### src/cpu_slice_pkg.sv
/*
  Shared constants for the shift/logic/subtract execution slice:
  opcodes, flag positions, reset values and state encodings.
  Assumes nothing of its surroundings.
*/
package cpu_slice_pkg;
  localparam logic [7:0] OP_CARRY_SET = 8'h37;
  localparam logic [7:0] OP_SUB_IMM   = 8'hd6;
  localparam logic [7:0] OP_XOR_IMM   = 8'hee;
  localparam logic [7:0] PFX_BIT      = 8'hcb;
  localparam logic [7:0] PFX_EXT      = 8'hed;
  localparam logic [7:0] PFX_IDX_LO   = 8'hdd;
  localparam logic [7:0] PFX_IDX_HI   = 8'hfd;
  localparam logic [7:0] OP_SLEEP     = 8'h76;
  localparam logic [7:0] OP_PORT_TEST = 8'h74;
  localparam logic [7:0] OP_TEST_IMM  = 8'h64;
  localparam logic [4:0] GRP_SUB      = 5'h12;
  localparam logic [4:0] GRP_XOR      = 5'h15;
  localparam logic [4:0] GRP_SHL      = 5'h04;
  localparam logic [4:0] GRP_SHA      = 5'h05;
  localparam logic [4:0] GRP_SHZ      = 5'h07;
  localparam logic [1:0] GRP_SET      = 2'h3;
  localparam logic [2:0] SEL_C        = 3'h1;
  localparam logic [2:0] SEL_H        = 3'h4;
  localparam logic [2:0] SEL_L        = 3'h5;
  localparam logic [2:0] SEL_MEM      = 3'h6;
  localparam logic [2:0] SEL_ACC      = 3'h7;
  localparam int FL_S  = 7;
  localparam int FL_Z  = 6;
  localparam int FL_H  = 4;
  localparam int FL_PV = 2;
  localparam int FL_N  = 1;
  localparam int FL_C  = 0;
  localparam logic [15:0] RST_PC    = 16'h0000;
  localparam logic [15:0] RST_SP    = 16'h0000;
  localparam logic [7:0]  RST_FLAGS = 8'h00;

  typedef enum logic [6:0] {
    S_FETCH = 7'b0000001, S_RDMEM = 7'b0000010, S_WRMEM = 7'b0000100, S_RDIO = 7'b0001000,
    S_SLEEP = 7'b0010000, S_PUSH_HI = 7'b0100000, S_PUSH_LO = 7'b1000000
  } state_t;

  typedef enum logic [7:0] {
    P_NONE = 8'h01, P_CB = 8'h02, P_ED = 8'h04, P_IMM = 8'h08,
    P_TIO = 8'h10, P_IDX = 8'h20, P_IDXCB = 8'h40, P_IDXOP = 8'h80
  } pfx_t;

  typedef enum logic [1:0] {ALU_SUB = 2'h0, ALU_XOR = 2'h1, ALU_AND = 2'h2} alu_t;
endpackage

### src/cpu_shift_logic_subtract_ops.sv
/*
  Fetch/execute slice of an 8-bit core: word subtract with borrow, carry set,
  bit set, shifts, sleep, subtract, AND-test and exclusive-OR.
  Assumes a synchronous memory/port bus on mclk that returns read data by the
  end of the strobe clock; interrupt requests arrive asynchronously.
*/
`timescale 1ns/1ps
// Notes on behaviour
// - word subtract with borrow: pointer pair minus pair minus carry; H from bit 11.
// - carry set: C=1, H=0, N=0, other flags kept, 2 clocks.
// - bit set register form CB 11bbbrrr: binary bit index, no flags, 4 clocks.
// - bit set indexed form: prefix, CB, displacement, 11bbb110; y picks index.
// - arithmetic left shift: zero into bit 0, bit 7 to carry, S Z P set.
// - sleep ED 76 raises sleep output, idles until interrupt, flags kept.
// - while asleep both address buses read zero and both write buses zero.
// - interrupt ending sleep pushes address of the following instruction.
// - masked interrupt request during sleep simply resumes at next instruction.
// - arithmetic right shift keeps bit 7, bit 0 to carry.
// - logical right shift: zero into bit 7, bit 0 to carry.
// - subtract from accumulator: H borrow bit 3, C borrow bit 7, V overflow.
// - AND-test with register, immediate or port: result not stored, H set.
// - exclusive-OR into accumulator, clears H, N, C.
module cpu_shift_logic_subtract_ops
  import cpu_slice_pkg::*;
#(
  parameter logic [15:0] NMI_VECTOR = 16'h0080,
  parameter logic [15:0] INT_VECTOR = 16'h0090
)(
  input  wire logic        mclk,               // 100 MHz clock
  input  wire logic        rst,                // synchronous reset, high
  input  wire logic [7:0]  mem_rdata,          // memory read data
  input  wire logic [7:0]  port_rdata,         // port read data
  input  wire logic        irq_pin,            // maskable request, async
  input  wire logic        nmi_pin,            // non-maskable request, async
  input  wire logic        int_enable,         // maskable interrupts enabled
  output logic      [15:0] memory_address_bus, // memory address
  output logic      [7:0]  memory_write_bus,   // memory write data
  output logic             mem_rd_strobe,      // memory read
  output logic             mem_wr_strobe,      // memory write
  output logic      [15:0] port_address_bus,   // port address
  output logic      [7:0]  port_write_bus,     // port write data
  output logic             port_rd_strobe,     // port read
  output logic             sleep_out,          // asleep
  output logic             int_ack_pulse,      // return address pushed
  output logic      [7:0]  acc_out,            // accumulator
  output logic      [7:0]  flags_out           // flag register
);
  state_t      state_reg;
  pfx_t        pfx_reg;
  alu_t        alu_reg, alu_op;
  logic        phase_reg, cb_mem_reg, idx_hi_reg, alu_fire;
  logic [7:0]  rf_reg [0:7];
  logic [7:0]  f_reg, op_reg, imm_reg, disp_reg, wdat_reg, alu_a, alu_b, cb_op, cb_v;
  logic [15:0] pc_reg, sp_reg, ea_reg, vec_reg, first_index_reg, second_index_reg, alu_q, cb_q, ss_val;
  logic [16:0] wsub;
  logic [12:0] wsub_lo;
  logic [2:0]  irq_sync, nmi_sync;
  logic        irq_lvl, nmi_lvl;
  wire  [15:0] pair_pointer = {rf_reg[SEL_H], rf_reg[SEL_L]};

  function automatic logic [15:0] alu8(input alu_t op, input logic [7:0] a, input logic [7:0] b);
    logic [8:0] d;
    logic [4:0] h;
    logic [7:0] r;
    logic [7:0] nf;
    d = {1'b0, a} - {1'b0, b};
    h = {1'b0, a[3:0]} - {1'b0, b[3:0]};
    r = (op == ALU_SUB) ? d[7:0] : ((op == ALU_XOR) ? (a ^ b) : (a & b));
    nf = 8'h00;
    nf[FL_S] = r[7];
    nf[FL_Z] = (r == 8'h00);
    nf[FL_PV] = (op == ALU_SUB) ? ((a[7] ^ b[7]) & (a[7] ^ r[7])) : ~^r;
    nf[FL_H] = (op == ALU_SUB) ? h[4] : (op == ALU_AND);
    nf[FL_C] = (op == ALU_SUB) & d[8];
    return {nf, r};
  endfunction

  // other bit-prefix ops belong elsewhere; they pass the operand unchanged
  function automatic logic [15:0] cbop(input logic [7:0] op, input logic [7:0] v, input logic [7:0] f);
    logic [7:0] r;
    logic [7:0] nf;
    logic       c;
    r = v;
    c = f[FL_C];
    case (op[7:3])
      GRP_SHL: {c, r} = {v, 1'b0};
      GRP_SHA: {r, c} = {v[7], v};
      GRP_SHZ: {r, c} = {1'b0, v};
      default: if (op[7:6] == GRP_SET) r = v | (8'h01 << op[5:3]);
    endcase
    nf = f;
    if (op[7:3] == GRP_SHL || op[7:3] == GRP_SHA || op[7:3] == GRP_SHZ)
    begin
      nf = 8'h00;
      nf[FL_S] = r[7];
      nf[FL_Z] = (r == 8'h00);
      nf[FL_PV] = ~^r;
      nf[FL_C] = c;
    end
    return {nf, r};
  endfunction

  assign acc_out = rf_reg[SEL_ACC];
  assign flags_out = f_reg;

  // 3-stage synchronisers; a level counts once stages 2 and 3 agree
  always_ff @(posedge mclk)
  begin
    if (rst)
    begin
      irq_sync <= 3'h0;
      nmi_sync <= 3'h0;
      irq_lvl <= 1'b0;
      nmi_lvl <= 1'b0;
    end
    else
    begin
      irq_sync <= {irq_sync[1:0], irq_pin};
      nmi_sync <= {nmi_sync[1:0], nmi_pin};
      if (irq_sync[1] == irq_sync[2]) irq_lvl <= irq_sync[2];
      if (nmi_sync[1] == nmi_sync[2]) nmi_lvl <= nmi_sync[2];
    end
  end

  // two-clock machine cycle: phase 0 sets up the bus, phase 1 samples and decides
  always_ff @(posedge mclk)
  begin
    if (rst) phase_reg <= 1'b0;
    else phase_reg <= ~phase_reg;
  end

  always_comb
  begin
    alu_fire = 1'b0;
    alu_op = alu_reg;
    alu_a = rf_reg[SEL_ACC];
    alu_b = mem_rdata;
    cb_op = op_reg;
    cb_v = mem_rdata;
    // pair select comes from the byte being decoded; op_reg still holds the prefix here
    ss_val = (mem_rdata[5:4] == 2'h3) ? sp_reg
             : {rf_reg[{mem_rdata[5:4], 1'b0}], rf_reg[{mem_rdata[5:4], 1'b1}]};
    if (state_reg == S_FETCH && pfx_reg == P_CB)
    begin
      cb_op = mem_rdata;
      cb_v = rf_reg[mem_rdata[2:0]];
    end
    if (phase_reg)
    begin
      case (state_reg)
        S_FETCH:
        begin
          if (pfx_reg == P_NONE && (mem_rdata[7:3] == GRP_SUB || mem_rdata[7:3] == GRP_XOR)
              && mem_rdata[2:0] != SEL_MEM)
          begin
            alu_fire = 1'b1;
            alu_op = (mem_rdata[7:3] == GRP_SUB) ? ALU_SUB : ALU_XOR;
            alu_b = rf_reg[mem_rdata[2:0]];
          end
          else if (pfx_reg == P_ED && mem_rdata[7:6] == 2'h0 && mem_rdata[2:0] == 3'h4
                   && mem_rdata[5:3] != SEL_MEM)
          begin
            alu_fire = 1'b1;
            alu_op = ALU_AND;
            alu_b = rf_reg[mem_rdata[5:3]];
          end
          else if (pfx_reg == P_IMM) alu_fire = 1'b1;
        end
        S_RDMEM: alu_fire = !cb_mem_reg;
        S_RDIO:
        begin
          alu_fire = 1'b1;
          alu_op = ALU_AND;
          alu_a = imm_reg;
          alu_b = port_rdata;
        end
        default: alu_fire = 1'b0;
      endcase
    end
    alu_q = alu8(alu_op, alu_a, alu_b);
    cb_q = cbop(cb_op, cb_v, f_reg);
    wsub = {1'b0, pair_pointer} - {1'b0, ss_val} - {16'h0000, f_reg[FL_C]};
    wsub_lo = {1'b0, pair_pointer[11:0]} - {1'b0, ss_val[11:0]} - {12'h000, f_reg[FL_C]};
  end

  // execution: decode on the sampled byte, update registers, pick next cycle
  always_ff @(posedge mclk)
  begin
    int_ack_pulse <= 1'b0;
    if (rst)
    begin
      state_reg <= S_FETCH;
      pfx_reg <= P_NONE;
      alu_reg <= ALU_SUB;
      pc_reg <= RST_PC;
      sp_reg <= RST_SP;
      f_reg <= RST_FLAGS;
      first_index_reg <= 16'h0000;
      second_index_reg <= 16'h0000;
      {cb_mem_reg, idx_hi_reg} <= 2'h0;
      {op_reg, imm_reg, disp_reg, wdat_reg} <= 32'h0;
      {ea_reg, vec_reg} <= 32'h0;
      for (int i = 0; i < 8; i++) rf_reg[i] <= 8'h00;
    end
    else if (phase_reg)
    begin
      if (alu_fire)
      begin
        f_reg <= alu_q[15:8];
        if (alu_op != ALU_AND) rf_reg[SEL_ACC] <= alu_q[7:0];
        state_reg <= S_FETCH;
      end
      case (state_reg)
        S_FETCH:
        begin
          pc_reg <= pc_reg + 16'h0001;
          pfx_reg <= P_NONE;
          op_reg <= mem_rdata;
          case (pfx_reg)
            P_NONE:
            begin
              if (mem_rdata == OP_CARRY_SET)
                f_reg <= (f_reg & ~(8'h01 << FL_H) & ~(8'h01 << FL_N)) | (8'h01 << FL_C);
              else if (mem_rdata == OP_SUB_IMM || mem_rdata == OP_XOR_IMM)
              begin
                pfx_reg <= P_IMM;
                alu_reg <= (mem_rdata == OP_SUB_IMM) ? ALU_SUB : ALU_XOR;
              end
              else if (mem_rdata == PFX_BIT) pfx_reg <= P_CB;
              else if (mem_rdata == PFX_EXT) pfx_reg <= P_ED;
              else if (mem_rdata == PFX_IDX_LO || mem_rdata == PFX_IDX_HI)
              begin
                pfx_reg <= P_IDX;
                idx_hi_reg <= mem_rdata[5];
              end
              else if ((mem_rdata[7:3] == GRP_SUB || mem_rdata[7:3] == GRP_XOR) && mem_rdata[2:0] == SEL_MEM)
              begin
                alu_reg <= (mem_rdata[7:3] == GRP_SUB) ? ALU_SUB : ALU_XOR;
                cb_mem_reg <= 1'b0;
                ea_reg <= pair_pointer;
                state_reg <= S_RDMEM;
              end
            end
            P_CB:
            begin
              if (mem_rdata[2:0] == SEL_MEM)
              begin
                cb_mem_reg <= 1'b1;
                ea_reg <= pair_pointer;
                state_reg <= S_RDMEM;
              end
              else
              begin
                rf_reg[mem_rdata[2:0]] <= cb_q[7:0];
                f_reg <= cb_q[15:8];
              end
            end
            P_ED:
            begin
              if (mem_rdata == OP_SLEEP) state_reg <= S_SLEEP;
              else if (mem_rdata == OP_TEST_IMM)
              begin
                pfx_reg <= P_IMM;
                alu_reg <= ALU_AND;
              end
              else if (mem_rdata == OP_PORT_TEST) pfx_reg <= P_TIO;
              else if (mem_rdata == 8'h34)
              begin
                alu_reg <= ALU_AND;
                cb_mem_reg <= 1'b0;
                ea_reg <= pair_pointer;
                state_reg <= S_RDMEM;
              end
              else if (mem_rdata[7:6] == 2'h1 && mem_rdata[3:0] == 4'h2)
              begin
                {rf_reg[SEL_H], rf_reg[SEL_L]} <= wsub[15:0];
                f_reg <= {wsub[15], (wsub[15:0] == 16'h0000), 1'b0, wsub_lo[12], 1'b0,
                          (pair_pointer[15] ^ ss_val[15]) & (pair_pointer[15] ^ wsub[15]), 1'b0, wsub[16]};
              end
            end
            P_TIO:
            begin
              imm_reg <= mem_rdata;
              state_reg <= S_RDIO;
            end
            P_IDX: if (mem_rdata == PFX_BIT) pfx_reg <= P_IDXCB;
            P_IDXCB:
            begin
              disp_reg <= mem_rdata;
              pfx_reg <= P_IDXOP;
            end
            P_IDXOP:
            begin
              cb_mem_reg <= 1'b1;
              ea_reg <= (idx_hi_reg ? second_index_reg : first_index_reg) + {{8{disp_reg[7]}}, disp_reg};
              state_reg <= S_RDMEM;
            end
            default: pfx_reg <= P_NONE;
          endcase
        end
        S_RDMEM:
        begin
          if (cb_mem_reg)
          begin
            wdat_reg <= cb_q[7:0];
            f_reg <= cb_q[15:8];
            state_reg <= S_WRMEM;
          end
        end
        S_SLEEP:
        begin
          if (nmi_lvl || (irq_lvl && int_enable))
          begin
            vec_reg <= nmi_lvl ? NMI_VECTOR : INT_VECTOR;
            state_reg <= S_PUSH_HI;
          end
          else if (irq_lvl) state_reg <= S_FETCH;
        end
        S_PUSH_HI: state_reg <= S_PUSH_LO;
        S_PUSH_LO:
        begin
          sp_reg <= sp_reg - 16'h0002;
          pc_reg <= vec_reg;
          int_ack_pulse <= 1'b1;
          state_reg <= S_FETCH;
        end
        S_WRMEM: state_reg <= S_FETCH;
        default: state_reg <= S_FETCH;
      endcase
    end
  end

  // bus drive: set at phase 0, strobe for the sampling clock
  always_ff @(posedge mclk)
  begin
    if (rst)
    begin
      {memory_address_bus, port_address_bus} <= 32'h0;
      {memory_write_bus, port_write_bus} <= 16'h0;
      {mem_rd_strobe, mem_wr_strobe, port_rd_strobe, sleep_out} <= 4'h0;
    end
    else if (phase_reg) {mem_rd_strobe, mem_wr_strobe, port_rd_strobe} <= 3'h0;
    else
    begin
      sleep_out <= (state_reg == S_SLEEP);
      mem_rd_strobe <= (state_reg == S_FETCH || state_reg == S_RDMEM);
      mem_wr_strobe <= (state_reg == S_WRMEM || state_reg == S_PUSH_HI || state_reg == S_PUSH_LO);
      port_rd_strobe <= (state_reg == S_RDIO);
      case (state_reg)
        S_FETCH: memory_address_bus <= pc_reg;
        S_RDMEM: memory_address_bus <= ea_reg;
        S_WRMEM:
        begin
          memory_address_bus <= ea_reg;
          memory_write_bus <= wdat_reg;
        end
        S_RDIO: port_address_bus <= {8'h00, rf_reg[SEL_C]};
        S_PUSH_HI:
        begin
          memory_address_bus <= sp_reg - 16'h0001;
          memory_write_bus <= pc_reg[15:8];
        end
        S_PUSH_LO:
        begin
          memory_address_bus <= sp_reg - 16'h0002;
          memory_write_bus <= pc_reg[7:0];
        end
        default:
        begin
          {memory_address_bus, port_address_bus} <= 32'h0;
          {memory_write_bus, port_write_bus} <= 16'h0;
        end
      endcase
    end
  end

  wire take = state_reg == S_FETCH && phase_reg;
  wire [7:0] src_r = rf_reg[mem_rdata[2:0]];
endmodule

### config.mk
export PLATFORM = sky130hd
export DESIGN_NAME = cpu_shift_logic_subtract_ops
export DESIGN_NICKNAME = d
export VERILOG_FILES = /design/src/cpu_slice_pkg.sv /design/src/cpu_shift_logic_subtract_ops.sv
export SDC_FILE = /design/constraint.sdc
export NUM_CORES = 1
export LEC_CHECK = 0
export BUFFER_PORTS_ARGS = -buffer_cell sky130_fd_sc_hd__buf_2
export CAP_MARGIN = 20
export CORE_MARGIN = 5
export CORE_UTILIZATION = 55
export CTS_CLUSTER_SIZE = 25
export DETAILED_ROUTE_END_ITERATION = 12
export PLACE_DENSITY = 0.73
export SLEW_MARGIN = 20
export SYNTH_ARGS = -nofsm -noshare
export SYNTH_HDL_FRONTEND = slang
export SYNTH_SLANG_ARGS = --single-unit
### constraint.sdc
create_clock -name mclk -period 10.4 [get_ports mclk]
set_clock_uncertainty 0.05 [all_clocks]
set_input_delay 0.52 -clock mclk [delete_from_list [all_inputs] [get_ports mclk]]
set_output_delay 0.52 -clock mclk [all_outputs]
set_load 0.05 [all_outputs]
* Word-level counts from Yosys, hierarchy flattened *
Index checks and enable logic that the tools add are counted.

storage, ports and cells
  register bits after elaboration = 240
  bits in latches = 0
  bits in writable memories = 0
  bits in read-only memories = 0
  input bits = 21
  output and inout bits = 69
  word-level logic and storage cells = 321
  memories kept = 0

cells by class
  $add $sub $neg = 9
  multipliers = 0
  div/mod/pow operators = 0
  magnitude comparators = 5
  eq/ne operators = 65
  shift-type cells = 1
  muxes and demuxes = 135
  bitwise operators = 19
  reduce and logical (&&, ||, !) cells = 52

operator list
  operator                                        count
  2-to-1 mux 8 bit                                35
  2-to-1 mux 16 bit                               17
  2-to-1 mux 7 bit                                16
  binary-select mux 8 bit (select 3 bit)          4
  case mux 16 bit (2 select lines)                3
  case mux 16 bit (5 select lines)                1
  bitwise mux 64 bit                              1
  case mux 16 bit (4 select lines)                1
  case mux 8 bit (4 select lines)                 2
  == test 8 bit (second input constant)           7
  case mux 8 bit (3 select lines)                 2
  case mux 7 bit (5 select lines)                 1
  == test 8 x 7 -> 1 bit (second input constant)  4
  2-to-1 mux 32 bit                               1
  case mux 8 bit (2 select lines)                 2
  2-to-1 mux 6 bit                                5
  case mux 7 bit (4 select lines)                 1
  2-to-1 mux 2 bit                                13
  demux 8 bit (select 3 bit)                      1
  == test 8 x 6 -> 1 bit (second input constant)  3
  != test 2 bit (second input constant)           11
  != test 3 bit (second input constant)           7
  2-to-1 mux 1 bit                                20
  2-to-1 mux 5 bit                                4
  other kinds (62)                                124

* Longest topological paths before layout *
  word-level depth = 22
  mapped depth = 28
  depth with buffers taken out = 25

* Least setup slack after synthesis *
Ideal clock, no wire load.

  path kind = in2reg
  start = input mem_rdata[3]
  end = register f_reg[2], in the netlist flags_out[2]
  setup time = 134 ps
  data arrival time = 5524 ps
  data required time = 10216 ps
  setup slack = 4692 ps
  stages = 26
  path buffers = 2
  cells stage by stage = buf_1 -> clkbuf_1 -> mux4_2 -> nand2_1 -> a21oi_1 -> nor3_1 -> a21oi_1 -> a221oi_1 -> nor2_1 -> ha_1 -> fa_1 -> o21ba_2 -> o21ai_0 -> nor2_1 -> xnor2_1 -> nor2_1 -> a21oi_1 -> ha_1 -> xor2_1 -> xnor2_1 -> xnor2_1 -> mux2_1 -> a211oi_1 -> a21oi_1 -> a221oi_1 -> a211oi_1

on the way
  longest elaborated chain between the ends = 22
  elaborated cells between the ends (all ways) = 69
  those cells by class = 1 x add/sub; 14 x eq/ne; 1 x shift; 35 x mux; 7 x bitwise; 11 x reduce/logical

ends and longest elaborated chain
  item                                                                                line                                 text
  from (decl)                                                                         cpu_shift_logic_subtract_ops.sv:31   input wire logic [7:0] mem_rdata,
  parallel branches: the longest is 22 deep, another holds subtractor 8 x 8 -> 9 bit  -
  to (signal assigned)                                                                cpu_shift_logic_subtract_ops.sv:209  f_reg <= alu_q[15:8];
  to (signal assigned)                                                                cpu_shift_logic_subtract_ops.sv:223  f_reg <= (f_reg & ~(8'h01 << FL_H) & ~(8'h01 << FL_N)) | (8'h01 << FL_C);
  to (signal assigned)                                                                cpu_shift_logic_subtract_ops.sv:255  f_reg <= cb_q[15:8];
  to (decl)                                                                           cpu_shift_logic_subtract_ops.sv:53   logic [7:0] f_reg, op_reg, imm_reg, disp_reg, wdat_reg, alu_a, alu_b, cb_op, cb_v;

Several ways; the timed one is not identified. The select of a mux whose other input is x is not followed.
A chain may end at the register's enable or synchronous reset.

* Worst setup path in the final report *
  start = register pfx_reg[3]
  end = register f_reg[2], in the netlist flags_out[2]

on the way
  longest elaborated chain between the ends = 22
  elaborated cells between the ends (all ways) = 62
  those cells by class = 1 x add/sub; 10 x eq/ne; 1 x shift; 32 x mux; 6 x bitwise; 12 x reduce/logical

ends and longest elaborated chain
  item                                                                                line                                 text
  from (decl)                                                                         cpu_shift_logic_subtract_ops.sv:49   pfx_t pfx_reg;
  from (signal assigned)                                                              cpu_shift_logic_subtract_ops.sv:193  pfx_reg <= P_NONE;
  from (signal assigned)                                                              cpu_shift_logic_subtract_ops.sv:217  pfx_reg <= P_NONE;
  from (signal assigned)                                                              cpu_shift_logic_subtract_ops.sv:226  pfx_reg <= P_IMM;
  parallel branches: the longest is 22 deep, another holds subtractor 8 x 8 -> 9 bit  -

Several ways; the timed one is not identified. The select of a mux whose other input is x is not followed.

==> metrics.json <==
{
  "floorplan.initialDensity": {"value": 55.36, "unit": "%"},
  "synth_enable_flop_cells": {"value": 0},
  "cpMostUsedCell": {"value": "a21oi_1"},
  "synth_top_cells_by_area": {"value": "dfxtp_1 (31%), nor2_1 (6.2%), mux4_2 (6.0%)"},
  "cts_inserted_buffers": {"value": 25},
  "area_delta_synth_final": {"value": 9.107, "unit": "%"},
  "yosysWarningCount": {"value": 0},
  "synth.yosys.seq_area_share": {"value": 31.09, "unit": "%"},
  "worst_r2r_path_depth": {"value": 24},
  "cts_sink_cnt": {"value": 214},
  "die_x": {"value": 168.3, "unit": "um"},
  "multi_input_combinational_cell_area": {"value": 8642, "unit": "sq um"},
  "unrepaired_setup_endpoints_after_global_routing": {"value": "no"},
  "worst_case_vdd_ir_drop": {"value": 136.3, "unit": "uV"},
  "drt_drc_violations_left": {"value": 0},
  "worstSetupStartpoint": {"value": "pfx_reg[3]"},
  "power_switching_share": {"value": 29.96, "unit": "%"},
  "nets": {"value": 1771},
  "fp-row-count": {"value": 58},
  "final_util": {"value": 60.40, "unit": "%"},
  "final.period_utilization": {"value": 66.32, "unit": "%"},
  "worst_setup_path_start_kind": {"value": "flip-flop"},
  "worstHoldStart": {"value": "irq_pin"},
  "routed_wl": {"value": 46720, "unit": "um"},
  "critPathSlowestCell": {"value": "nor3_4"},
  "die_height": {"value": 168.3, "unit": "um"},
  "clk_transition_reported_paths": {"value": 60, "unit": "ps"},
  "cts_resized": {"value": 0},
  "ys_seq_elements": {"value": 214},
  "largest_reg_flops": {"value": 40},
  "routabilityCongestion": {"value": 1.000},
  "status": {"value": "complete, no violations"},
  "drt-wirelength-per-cell": {"value": 22.91, "unit": "um"},
  "power.switching": {"value": 0.6470, "unit": "mW"},
  "hold_buffers": {"value": 0},
  "path_cells": {"value": "or4_1, nor3_4, nand3_1, a21oi_1, nor2_1, a21oi_1, o21ai_0, a22o_1, ha_1, nand2b_1, o22ai_1, nor4_1, xnor2_1, nor2_1, a21oi_1, ha_1, xor2_1, xnor2_1, xnor2_1, mux2_1, a211oi_1, a21oi_1, a221oi_1, a211oi_1"},
  "post_dp_cell_area": {"value": 14160, "unit": "sq um"},
  "synthesis.area": {"value": 13780, "unit": "sq um"},
  "holdCritPathClass": {"value": "in2reg"},
  "finalSetupTns": {"value": 0, "unit": "ps"},
  "max_slew_margin": {"value": 26.74, "unit": "%"},
  "drt-pass1-iter-count": {"value": 8},
  "synth_async_sr_flop_share": {"value": 0, "unit": "%"},
  "seq_pwr_share": {"value": 39.3, "unit": "%"},
  "drt_first_iter_violations": {"value": 1884},
  "yosysUniqueCellTypes": {"value": 90},
  "grt_usage": {"value": 31.92, "unit": "%"},
  "synth.largest_area_cell": {"value": "dfxtp_1"},
  "io_buffer_count": {"value": 73},
  "reg2reg_end": {"value": "flags_out[2]"},
  "ff_latch_area": {"value": 4284, "unit": "sq um"},
  "grt_start_max_net_pins": {"value": 133},
  "antenna_found_initial": {"value": 0},
  "postRouteAntennaNets": {"value": 0},
  "comb_power_share": {"value": 17.8, "unit": "%"},
  "min_period": {"value": 6897, "unit": "ps"},
  "layoutNonFillerInstCount": {"value": 2039},
  "place_ws": {"value": 3666, "unit": "ps"},
  "design.core.area": {"value": 24890, "unit": "sq um"},
  "dp.final_hpwl": {"value": 33970, "unit": "um"},
  "final-hold-violation-count": {"value": 0},
  "dieArea": {"value": 28320, "unit": "sq um"},
  "post-cts-setup-buffers": {"value": 0},
  "critPathMaxFanout": {"value": 20},
  "post-route-worst-setup-slack": {"value": 3503, "unit": "ps"},
  "mostFrequentLayoutCells": {"value": "nor2_1 (225), dfxtp_1 (214), nand2_1 (158)"},
  "cts-root-buf": {"value": "clkbuf_16"},
  "mostFrequentLayoutCell": {"value": "nor2_1"},
  "synth_flop_cell": {"value": "dfxtp_1"},
  "gate_count_post_synth": {"value": 1694},
  "dp.cells": {"value": 1995},
  "p_leak": {"value": 5.793, "unit": "nW"},
  "grt_pass1_vias": {"value": 12220},
  "n_antenna_cell": {"value": 0},
  "clk-insertion-delay-late": {"value": 560, "unit": "ps"},
  "setup_viol": {"value": 0},
  "n_fill_cell": {"value": 2295},
  "critPathArrivalTime": {"value": 7240, "unit": "ps"},
  "crit_path_max_incr_delay": {"value": 880, "unit": "ps"},
  "timing_max_transition_violations_final": {"value": 0},
  "cap_violations": {"value": 0},
  "cellInternalPower": {"value": 1.512, "unit": "mW"},
  "syn_area_per_cell": {"value": 8.134, "unit": "sq um"},
  "tritoncts": {"value": "yes"},
  "total_power": {"value": 2.160, "unit": "mW"},
  "end_kind": {"value": "flip-flop"},
  "floorplan.io_pins": {"value": 90},
  "launching_point_of_the_worst_reg2reg_path": {"value": "pfx_reg[3]"},
  "final_design_area_no_fill": {"value": 15030, "unit": "sq um"},
  "critical_path_required": {"value": 10750, "unit": "ps"},
  "grt_pass1_wl": {"value": 71860, "unit": "um"},
  "vias_per_cell": {"value": 6.441},
  "power.clock.fraction": {"value": 42.9, "unit": "%"},
  "clock_path_buffers": {"value": 3},
  "final.hold.worst_slack": {"value": 137.1, "unit": "ps"},
  "layout_cell_share_with_drive_strength_beyond_1": {"value": 12.76, "unit": "%"},
  "crit_type": {"value": "reg2reg"},
  "reg2reg_setup_slack": {"value": 3500, "unit": "ps"},
  "post-synth-top-area-fraction": {"value": 31.09, "unit": "%"},
  "timing_worst_slew_pin_value": {"value": 1092, "unit": "ps"},
  "cts.htree.levels": {"value": 1},
  "fmax": {"value": 0.1450, "unit": "GHz"},
  "globalRoute.totalOverflow": {"value": 0},
  "dr_total_vias": {"value": 13130},
  "timing.critical_path.to": {"value": "flags_out[2]"},
  "p_per_area": {"value": 143.6, "unit": "nW/um^2"}
}
==> worst min path at each step <==
stage,endpoint,slack [ps],cells past startpoint
after floorplan,irq_sync[1],360,1
after global placement,irq_sync[1],370,1
after detailed placement,nmi_sync[1],380,1
after CTS,irq_sync[0],120,2
after global routing,nmi_sync[0],160,2
final,irq_sync[0],140,2
==> power by group through the flow <==
stage          logic, mW  registers, mW  clock network (mW)
5_1_grt            0.412          0.850               0.971
6_report           0.384          0.849               0.926
3_3_place_gp       0.371          0.866                   0
3_5_place_dp       0.374          0.866                   0
2_1_floorplan      0.270          0.880                   0
4_1_cts            0.376          0.849               0.933
==> cell families (layout without fill, tap and decap cells) <==
kind of cell | count (synthesis) | count (layout) | synth area share, %
xor+xnor | 64 | 64 | 4.068
compound gates | 429 | 429 | 20.95
buf+inv | 218 | 218 | 6.701
mux | 98 | 98 | 10.61
fa+ha+maj | 58 | 58 | 5.430
simple gates | 612 | 612 | 21.12
flops | 214 | 214 | 31.09
other cells | 1 | 16 | 0.02721
==> critical path, delay by kind of cell, from the launching register on <==
family / cells / cell delay, ps
AOI/OAI and AO/OA: 10 / 1860
DFF: 1 / 380
and+or+nand+nor: 7 / 2810
adders and majority gates: 2 / 640
muxes: 1 / 300
xor gates and xnor gates: 4 / 690
==> synth_stat cells (10+ instances only) <==
master,n
a211oi_1,76
a21oi_1,143
a222oi_1,22
a22oi_1,16
a31oi_1,18
and3_1,11
buf_1,11
buf_4,25
clkbuf_1,93
dfxtp_1,214
ha_1,55
inv_1,76
mux2_2,14
mux2i_1,46
mux4_2,37
nand2_1,158
nand2b_1,17
nand3_1,43
nand4_1,10
nor2_1,226
nor2b_1,29
nor3_1,34
o21ai_0,41
o22ai_1,10
or3_1,17
xnor2_1,34
xor2_1,30
==> per-layer routing <==
layer  up-vias  wire length, um  part of all wire [%]  global-route usage, %
li1       6085                -                     -                      -
met1      6177            19210                    41                  44.16
met2       739            20590                    44                  49.49
met3       133             4650                    10                  4.860
met4         0             2267                   4.9                  14.29
met5         -                0                     0                      0
==> layout make-up <==
class,instances,area share [%]
sequential,214,28.50
clock inverter,13,1.115
clock buffer,31,4.644
inverter,80,1.997
tap,330,2.746
multi-input combinational,1277,57.48
timing repair buffer,94,3.520
No activity file was read; power rests on OpenSTA's default activity.
